$ cat src/sar_pkg.sv
// Package with constants and carrier types for the serial SAR readout block
package sar_pkg;

  // ----------------------------------------------------------------
  // Resolution and sequence figures
  // ----------------------------------------------------------------
  localparam int SAR_RES_BITS = 12;   // Result width, two's complement
  localparam int SAR_ACQ_FALLS = 2;   // Falling serial clock edges spent acquiring
  localparam int SAR_CODE_STEPS = 4096; // Steps across 2*Vref span

  // Reset and null-bit values of the serial output
  localparam logic SAR_DOUT_RST = 1'h0;
  localparam logic SAR_NULL_BIT = 1'h0; // Low null bit ahead of the result

  // ----------------------------------------------------------------
  // Carrier types
  // ----------------------------------------------------------------
  // Host-driven serial pins, sampled on the system clock
  typedef struct packed {
    logic cs_n;          // Active-low chip select
    logic serial_clock;  // Host serial clock
  } sar_link_t;

  // Three-state form of the data output pin
  typedef struct packed {
    logic data;          // Level driven while enabled
    logic oe;            // High while the block drives the pin
  } sar_dout_t;

  // Readout sequence states
  typedef enum logic [2:0] {
    SAR_IDLE,
    SAR_ACQUIRE,
    SAR_NULL,
    SAR_CONVERT,
    SAR_REVERSE,
    SAR_DONE
  } sar_state_t;

endpackage

$ cat src/sar_adc_serial_readout.sv
// Serial readout and successive-approximation sequencer of a differential converter
// Functional notes
// - Output changes only on serial clock falls and on chip select high.
// - Chip select falling starts conversion and transfer.
// - First two serial periods acquire the input.
// - After second fall, enable output, low null.
// - Next twelve periods send result MSB first.
// - After LSB, resend the bits above it, lowest first.
// - After MSB resent, float output, ignore clocks.
// - Restart needs chip select high then low.
// - Result coded twelve-bit two's complement.
// - One step is two Vref over 4096.
// - Bits belong to current conversion, no latency.
// - Chip select high aborts and floats output.
`timescale 1ns/1ns

module sar_adc_serial_readout
  import sar_pkg::*;
#(
  parameter int RES_BITS = SAR_RES_BITS
)
(
  input wire logic clock,
  input wire logic rst_n,
  input wire sar_link_t link_in,
  input wire logic comp_above,
  output logic sample_hold,
  output logic [RES_BITS-1:0] dac_code,
  output sar_dout_t dout,
  output logic [RES_BITS-1:0] result
);

  // ----------------------------------------------------------------
  // Elaboration checks
  // ----------------------------------------------------------------
  // The bit pointer and sequence below assume at least two bits
  if (RES_BITS < 2 || RES_BITS > 16)
  begin : g_bad_res
    $error("sar_adc_serial_readout: RES_BITS must lie in 2..16");
  end

  localparam int IDX_W = $clog2(RES_BITS + 1);
  localparam logic [IDX_W-1:0] IDX_MSB = IDX_W'(RES_BITS - 1);
  localparam logic [IDX_W-1:0] IDX_END = IDX_W'(RES_BITS);
  localparam logic [IDX_W-1:0] IDX_ZERO = '0;
  localparam logic [IDX_W-1:0] IDX_ONE = IDX_W'(1);
  localparam logic [1:0] ACQ_LAST = 2'(SAR_ACQ_FALLS - 1);

  // ----------------------------------------------------------------
  // Functions
  // ----------------------------------------------------------------
  // One-hot mask of a bit position
  function automatic logic [RES_BITS-1:0] bit_mask(input logic [IDX_W-1:0] idx);
    bit_mask = '0;
    bit_mask[idx] = 1'h1;
  endfunction

  // Offset-binary decision to two's complement bit: only the MSB flips
  function automatic logic twos_bit(input logic decided, input logic [IDX_W-1:0] idx);
    twos_bit = (idx == IDX_MSB) ? ~decided : decided;
  endfunction

  // ----------------------------------------------------------------
  // Declarations
  // ----------------------------------------------------------------
  sar_state_t state_reg; // Sequence state
  logic cs_n_prev_reg; // Chip select one clock ago
  logic sclk_prev_reg; // Serial clock one clock ago
  logic [1:0] acq_cnt_reg; // Falls seen while acquiring
  logic [IDX_W-1:0] idx_reg; // Bit under test or being resent
  logic [RES_BITS-1:0] sar_reg; // Offset-binary kept decisions
  logic [RES_BITS-1:0] result_reg; // Two's complement result
  logic dout_data_reg; // Serial data level
  logic dout_oe_reg; // Serial output enable
  logic cs_fall; // Chip select went low
  logic sclk_fall; // Serial clock went low
  logic decided_bit; // Two's complement bit decided this fall

  // ----------------------------------------------------------------
  // Edge detection
  // ----------------------------------------------------------------
  // Pins arrive synchronous, so one stage of history is enough
  always_ff @(posedge clock or negedge rst_n)
  begin
    if (!rst_n)
    begin
      cs_n_prev_reg <= 1'h1;
      sclk_prev_reg <= 1'h0;
    end
    else
    begin
      cs_n_prev_reg <= link_in.cs_n;
      sclk_prev_reg <= link_in.serial_clock;
    end
  end

  assign cs_fall = cs_n_prev_reg & ~link_in.cs_n;
  assign sclk_fall = sclk_prev_reg & ~link_in.serial_clock;
  assign decided_bit = twos_bit(comp_above, idx_reg);

  // ----------------------------------------------------------------
  // Sequence state
  // ----------------------------------------------------------------
  // Chip select high wins over everything and parks the sequencer
  always_ff @(posedge clock or negedge rst_n)
  begin
    if (!rst_n)
    begin
      state_reg <= SAR_IDLE;
    end
    else if (link_in.cs_n)
    begin
      state_reg <= SAR_IDLE;
    end
    else
    begin
      unique case (state_reg)
        SAR_IDLE:
        begin
          // Only a select fall starts; low select after DONE does not
          if (cs_fall)
          begin
            state_reg <= SAR_ACQUIRE;
          end
        end
        SAR_ACQUIRE:
        begin
          if (sclk_fall && acq_cnt_reg == ACQ_LAST)
          begin
            state_reg <= SAR_NULL;
          end
        end
        SAR_NULL:
        begin
          if (sclk_fall)
          begin
            state_reg <= SAR_CONVERT;
          end
        end
        SAR_CONVERT:
        begin
          if (sclk_fall && idx_reg == IDX_ZERO)
          begin
            state_reg <= SAR_REVERSE;
          end
        end
        SAR_REVERSE:
        begin
          if (sclk_fall && idx_reg == IDX_END)
          begin
            state_reg <= SAR_DONE;
          end
        end
        SAR_DONE:
        begin
          // Further clocks have no effect until select rises
          state_reg <= SAR_DONE;
        end
      endcase
    end
  end

  // ----------------------------------------------------------------
  // Acquisition counter
  // ----------------------------------------------------------------
  always_ff @(posedge clock or negedge rst_n)
  begin
    if (!rst_n)
    begin
      acq_cnt_reg <= '0;
    end
    else if (state_reg != SAR_ACQUIRE)
    begin
      acq_cnt_reg <= '0;
    end
    else if (sclk_fall)
    begin
      acq_cnt_reg <= acq_cnt_reg + 2'h1;
    end
  end

  // ----------------------------------------------------------------
  // Bit pointer
  // ----------------------------------------------------------------
  // Counts down while resolving, then up while resending
  always_ff @(posedge clock or negedge rst_n)
  begin
    if (!rst_n)
    begin
      idx_reg <= IDX_MSB;
    end
    else if (state_reg == SAR_IDLE || state_reg == SAR_ACQUIRE)
    begin
      idx_reg <= IDX_MSB;
    end
    else if (sclk_fall && (state_reg == SAR_NULL || state_reg == SAR_CONVERT))
    begin
      // The fall that ends the null bit already decides the MSB
      idx_reg <= (idx_reg == IDX_ZERO) ? IDX_ONE : idx_reg - IDX_ONE;
    end
    else if (sclk_fall && state_reg == SAR_REVERSE && idx_reg != IDX_END)
    begin
      idx_reg <= idx_reg + IDX_ONE;
    end
  end

  // ----------------------------------------------------------------
  // Approximation and result registers
  // ----------------------------------------------------------------
  // Decisions are latched on the same fall that puts them on the pin
  always_ff @(posedge clock or negedge rst_n)
  begin
    if (!rst_n)
    begin
      sar_reg <= '0;
      result_reg <= '0;
    end
    else if (state_reg == SAR_ACQUIRE)
    begin
      sar_reg <= '0;
      result_reg <= '0;
    end
    else if (sclk_fall && (state_reg == SAR_NULL || state_reg == SAR_CONVERT))
    begin
      // Deciding the MSB here puts it on the pin on the fall after the null bit
      if (comp_above)
      begin
        sar_reg <= sar_reg | bit_mask(idx_reg);
      end
      result_reg[idx_reg] <= decided_bit;
    end
  end

  // Trial code: kept bits plus the bit under test, LSB = 2*Vref/4096
  always_comb
  begin
    dac_code = sar_reg;
    if (state_reg == SAR_NULL || state_reg == SAR_CONVERT)
    begin
      dac_code = sar_reg | bit_mask(idx_reg);
    end
  end

  // ----------------------------------------------------------------
  // Serial data output
  // ----------------------------------------------------------------
  // Every update is gated by a serial clock fall, except the float on chip select high
  always_ff @(posedge clock or negedge rst_n)
  begin
    if (!rst_n)
    begin
      dout_data_reg <= SAR_DOUT_RST;
      dout_oe_reg <= 1'h0;
    end
    else if (link_in.cs_n)
    begin
      dout_data_reg <= SAR_DOUT_RST;
      dout_oe_reg <= 1'h0;
    end
    else if (sclk_fall)
    begin
      unique case (state_reg)
        SAR_ACQUIRE:
        begin
          if (acq_cnt_reg == ACQ_LAST)
          begin
            dout_data_reg <= SAR_NULL_BIT;
            dout_oe_reg <= 1'h1;
          end
        end
        SAR_NULL, SAR_CONVERT:
        begin
          // Bit shown as soon as decided, no pipeline
          dout_data_reg <= decided_bit;
        end
        SAR_REVERSE:
        begin
          if (idx_reg == IDX_END)
          begin
            dout_oe_reg <= 1'h0;
            dout_data_reg <= SAR_DOUT_RST;
          end
          else
          begin
            dout_data_reg <= result_reg[idx_reg];
          end
        end
        default:
        begin
          dout_oe_reg <= dout_oe_reg;
        end
      endcase
    end
  end

  assign dout.data = dout_data_reg;
  assign dout.oe = dout_oe_reg;
  assign result = result_reg;
  assign sample_hold = (state_reg == SAR_ACQUIRE);

  // ----------------------------------------------------------------
  // Assertions
  // ----------------------------------------------------------------
  property p_change_on_fall;
    @(posedge clock) disable iff (!rst_n)
      (!link_in.cs_n && $changed(dout_data_reg)) |-> $past(sclk_fall);
  endproperty
  a_change_on_fall: assert property (p_change_on_fall)
    else $error("serial data changed without a serial clock fall");

  property p_start;
    @(posedge clock) disable iff (!rst_n)
      (state_reg == SAR_IDLE && cs_fall) |=> (state_reg == SAR_ACQUIRE && sample_hold);
  endproperty
  a_start: assert property (p_start)
    else $error("select fall did not start acquisition");

  property p_null;
    @(posedge clock) disable iff (!rst_n)
      $rose(dout_oe_reg) |-> (dout_data_reg == SAR_NULL_BIT && state_reg == SAR_NULL);
  endproperty
  a_null: assert property (p_null)
    else $error("output enabled without a low null bit");

  property p_acq_len;
    @(posedge clock) disable iff (!rst_n)
      (state_reg == SAR_NULL && $past(state_reg) == SAR_ACQUIRE) |-> $past(acq_cnt_reg) == ACQ_LAST;
  endproperty
  a_acq_len: assert property (p_acq_len)
    else $error("acquisition left before the second fall");

  property p_msb_first;
    @(posedge clock) disable iff (!rst_n)
      (state_reg == SAR_NULL && sclk_fall && !link_in.cs_n)
        |=> (dout_data_reg == ~$past(comp_above) && idx_reg == IDX_MSB - IDX_ONE);
  endproperty
  a_msb_first: assert property (p_msb_first)
    else $error("MSB not shown inverted on the fall after the null bit");

  property p_no_latency;
    @(posedge clock) disable iff (!rst_n)
      (state_reg == SAR_CONVERT && sclk_fall && !link_in.cs_n)
        |=> dout_data_reg == result_reg[$past(idx_reg)];
  endproperty
  a_no_latency: assert property (p_no_latency)
    else $error("shown bit differs from the bit just decided");

  property p_reverse;
    @(posedge clock) disable iff (!rst_n)
      (state_reg == SAR_REVERSE && sclk_fall && !link_in.cs_n && idx_reg != IDX_END)
        |=> (dout_data_reg == result_reg[$past(idx_reg)] && dout_oe_reg);
  endproperty
  a_reverse: assert property (p_reverse)
    else $error("reversed resend shows the wrong bit");

  property p_float_done;
    @(posedge clock) disable iff (!rst_n)
      (state_reg == SAR_DONE) |-> (!dout_oe_reg && sar_reg == $past(sar_reg));
  endproperty
  a_float_done: assert property (p_float_done)
    else $error("output driven or state moved after the sequence ended");

  property p_no_restart;
    @(posedge clock) disable iff (!rst_n)
      (state_reg == SAR_DONE && !link_in.cs_n) |=> state_reg == SAR_DONE;
  endproperty
  a_no_restart: assert property (p_no_restart)
    else $error("clocking alone restarted a conversion");

  property p_abort;
    @(posedge clock) disable iff (!rst_n)
      link_in.cs_n |=> (state_reg == SAR_IDLE && !dout_oe_reg);
  endproperty
  a_abort: assert property (p_abort)
    else $error("select high did not abort and float");

endmodule

$ cat config.mk
export PLATFORM = sky130hd
export DESIGN_NAME = sar_adc_serial_readout
export DESIGN_NICKNAME = d
export VERILOG_FILES = /design/src/sar_pkg.sv /design/src/sar_adc_serial_readout.sv
export SDC_FILE = /design/constraint.sdc
export NUM_CORES = 1
export LEC_CHECK = 0
export ABC_AREA = 1
export BUFFER_PORTS_ARGS = -buffer_cell sky130_fd_sc_hd__buf_2
export CAP_MARGIN = 20
export CELL_PAD_IN_SITES_DETAIL_PLACEMENT = 1
export CELL_PAD_IN_SITES_GLOBAL_PLACEMENT = 1
export CORE_UTILIZATION = 44
export CTS_BUF_LIST = sky130_fd_sc_hd__clkbuf_4 sky130_fd_sc_hd__clkbuf_8
export DETAILED_ROUTE_END_ITERATION = 10
export GPL_TIMING_DRIVEN = 0
export PLACE_DENSITY_LB_ADDON = 0.1
export SYNTH_ARGS = -nofsm -noshare
export SYNTH_HDL_FRONTEND = slang
export SYNTH_SLANG_ARGS = --single-unit
$ cat constraint.sdc
create_clock -name clock -period 2.6 [get_ports clock]
set_input_delay 0.52 -clock clock [delete_from_list [all_inputs] [get_ports clock]]
set_output_delay 0.52 -clock clock [all_outputs]
set_load 0.005 [all_outputs]
==> results.json <==
{
  "mappedNetlistArea_um2": 2360,
  "synthToLayoutAreaGrowth_pct": 15.9,
  "finalSetupViolations": 0,
  "max_freq_ghz": 0.405,
  "grt.total_usage_pct": 25.9,
  "cp-start-kind": "register",
  "finalCriticalPeriod_ps": 2470,
  "number_of_antenna_violations_at_the_first_check_in_global_routing": 0,
  "fillerInstances": 709,
  "remaining_number_of_nets_flagged_by_the_antenna_check_after_routing": 0,
  "multi_input_area_um2": 1120,
  "drt_initial_violations": 68,
  "end_kind": "output port",
  "finalNetCount": 361,
  "cp.required_ps": 2080,
  "rsz0062_at_grt": "no",
  "timing.critical_path.arrival_ps": 1950,
  "finClkSkew_ps": 5.46,
  "clk_pin_slew_ps": 80,
  "power.static_leakage_nw": 1.36,
  "post_synth_mux_area_share_pct": 0,
  "diodes": 0,
  "postLayoutCoreUtil_pct": 53.3,
  "grt_max_degree": 38,
  "cts.sinks": 37,
  "place.detailed.hpwl_mm": 4.89,
  "mappedNetlistNets": 323,
  "clockBufferDepth": 2,
  "timing.final.hold_violations": 0,
  "p_per_area_nw_per_um2": 854,
  "top_level_ports": 32,
  "fin_setup_tns_ps": 0,
  "seq_area_frac_synth_pct": 39.4,
  "timing.critical_path.mode_cell": "inv_1",
  "detailed_route_wl_mm": 6.65,
  "drv_slew": 0,
  "rows": 26,
  "detail_route.vias_per_cell": 5.13,
  "crit_path_category": "register to output port",
  "r2r_end": "result[2]",
  "path_max_fanout": 11,
  "fin_crit_sh_pct": 95.1,
  "cp.buffers_inverters": 5,
  "synth_top_family_by_area": "simple AND/OR/NAND/NOR gates",
  "synth_simple_gate_area_share_pct": 22.3,
  "power.ir.vdd_worst_v": 0.000404,
  "netlist-cell-type-count": 34,
  "reg2reg_setup_slack_ps": 350,
  "post_synth_xor_area_fraction_pct": 1.48,
  "syn-mean-instance-area_um2": 7.60,
  "grt_pass1_vias": 2188,
  "synth-compound-area-share_pct": 19.9,
  "area.sequential_um2": 931,
  "hold_path.class": "primary input to asynchronous set/reset pin",
  "routabilityCongestion": 0.833,
  "floorplan.core_area_um2": 5140,
  "worstPathCellList": "clkbuf_4 > clkinv_4 > ha_1 > inv_1 > nor2_1 > inv_1 > o21ai_0 > buf_2",
  "routed-via-count": 2156,
  "insertion_delay_ps": 290,
  "ctsRootBufferMaster": "clkbuf_8",
  "buffer_ports.inserted": 31,
  "synth-warning-count": 0,
  "crit_family": "buffers and inverters",
  "detailedRoute.firstPassIterationCount": 4,
  "dieHeight_um": 75.3,
  "die_width_um": 75.3,
  "drt-wirelength-per-cell_um": 15.8,
  "r2r-start": "idx_reg[1]",
  "cpPeakStageDelay_ps": 550,
  "max_slew.worst_pin.slew_ps": 843,
  "max-slew-margin-rel_pct": 43.8,
  "syn_inst": 311,
  "maxCapViolCount": 0,
  "floorplan.initialDensity_pct": 46.0,
  "numCtsBuffers": 5,
  "cts-htree-levels": 2,
  "drive_gt1_share_pct": 25.7,
  "cts_hold_repair.buffers": 0,
  "synthAdderAreaFrac_pct": 3.71,
  "cts_tree": "yes",
  "worst_r2r_path_depth": 8,
  "synth_seq_cells": 37,
  "run_status": "finished clean",
  "fin_worst_hold_slack_ps": 326,
  "grt_pass1_wl_mm": 10.8,
  "grt_remaining_overflow": 0,
  "design.die.area_um2": 5670,
  "drc_violation_count_after_routing": 0,
  "mostFrequentLayoutCells": "inv_1 (55), nand2_1 (47), buf_2 (34), dfrtp_1 (33), o21ai_0 (31)",
  "most_common_cell_after_layout_fill_and_taps_aside": "inv_1",
  "crit_path_top_delay_cell": "dfstp_2"
}
-- report_power, final --
part	internal, mW	switching, mW	total [mW]	leakage (nW)
Clock	0.324	0.216	0.540	0.0619
Combinational	0.331	0.722	1.05	0.809
Sequential	0.662	0.0817	0.744	0.494
-- stage by stage --
step                      cell area, µm²  setup slack, ps  total power, mW  cells
after global placement              2610             87.1             1.76    412
after floorplan                     2360              580             1.46    311
after CTS                           2730             37.6             2.34    420
after detailed placement            2610             92.4             1.79    412
after global routing                2740             8.11             2.50    420
final                               2740              128             2.34    420
-- worst max path at each step --
stage,startpoint,slack [ps],endpoint,depth (start not counted)
after floorplan,idx_reg[0],580,dac_code[0],5
after CTS,idx_reg[0],40,dac_code[0],6
after global placement,idx_reg[0],90,dac_code[0],6
after detailed placement,idx_reg[0],90,dac_code[0],6
final,idx_reg[0],130,dac_code[2],8
after global routing,idx_reg[0],8,dac_code[2],8
-- layout make-up --
| type | count | area share, % |
|---|---|---|
| Timing Repair Buffer | 31 | 5.67 |
| Clock buffer | 7 | 3.29 |
| Tap cell | 70 | 3.20 |
| Inverter | 61 | 8.73 |
| Sequential cell | 37 | 34.0 |
| Buffer | 11 | 2.97 |
| Clock inverter | 1 | 1.10 |
| Multi-Input combinational cell | 202 | 41.0 |
-- synthesized netlist by cell type --
library cell | instances | share of area (%)
o21ai_1 | 4 | 0.85
nor2_8 | 2 | 1.7
o32ai_1 | 1 | 0.37
inv_4 | 2 | 0.53
inv_1 | 55 | 8.7
inv_2 | 3 | 0.48
nor2_1 | 25 | 4.0
a21oi_2 | 10 | 3.7
ha_1 | 7 | 3.7
o21ai_0 | 31 | 6.6
xor2_1 | 3 | 1.1
buf_6 | 1 | 0.48
a211oi_1 | 1 | 0.32
clkbuf_2 | 1 | 0.21
nor3_1 | 2 | 0.42
clkbuf_1 | 2 | 0.32
xnor2_1 | 1 | 0.37
a21oi_4 | 1 | 0.69
buf_12 | 1 | 0.85
o21a_1 | 1 | 0.32
buf_4 | 2 | 0.64
nand2_2 | 13 | 3.4
nor2_2 | 1 | 0.26
a31oi_1 | 1 | 0.26
buf_2 | 4 | 0.85
nand3_1 | 15 | 3.2
clkinv_1 | 1 | 0.16
nand2_1 | 48 | 7.6
dfrtp_1 | 33 | 35
a21oi_1 | 29 | 6.1
nand4_1 | 1 | 0.26
o211ai_1 | 2 | 0.64
nor2_4 | 3 | 1.4
dfstp_2 | 4 | 4.4
-- what timing repair did --
action | 4_1_cts | 5_1_grt
setup endpoints to repair | 6 | 6
gates resized for setup | 2 | 3
buffers inserted | 0 | 0
pin swaps | 0 | 0
-- cells by family (layout without fill, tap and decap cells) --
kind of cell	after synthesis	in the layout
compound gates	81	81
xor+xnor	4	4
fa+ha+maj	7	7
buf+inv	72	111
flops	37	37
simple gates	110	110
-- routing by layer --
metal  GRT usage, %  wire, µm  up-vias  part of all wire, %
li1               -         -     1060                    -
met1           34.8      3140     1064                   47
met2           43.3      3260       27                   49
met3           4.95       196        5                  2.9
met4           6.17        62        0                 0.93
met5              0         0        -                    0
No activity file was read; power rests on OpenSTA's default activity.
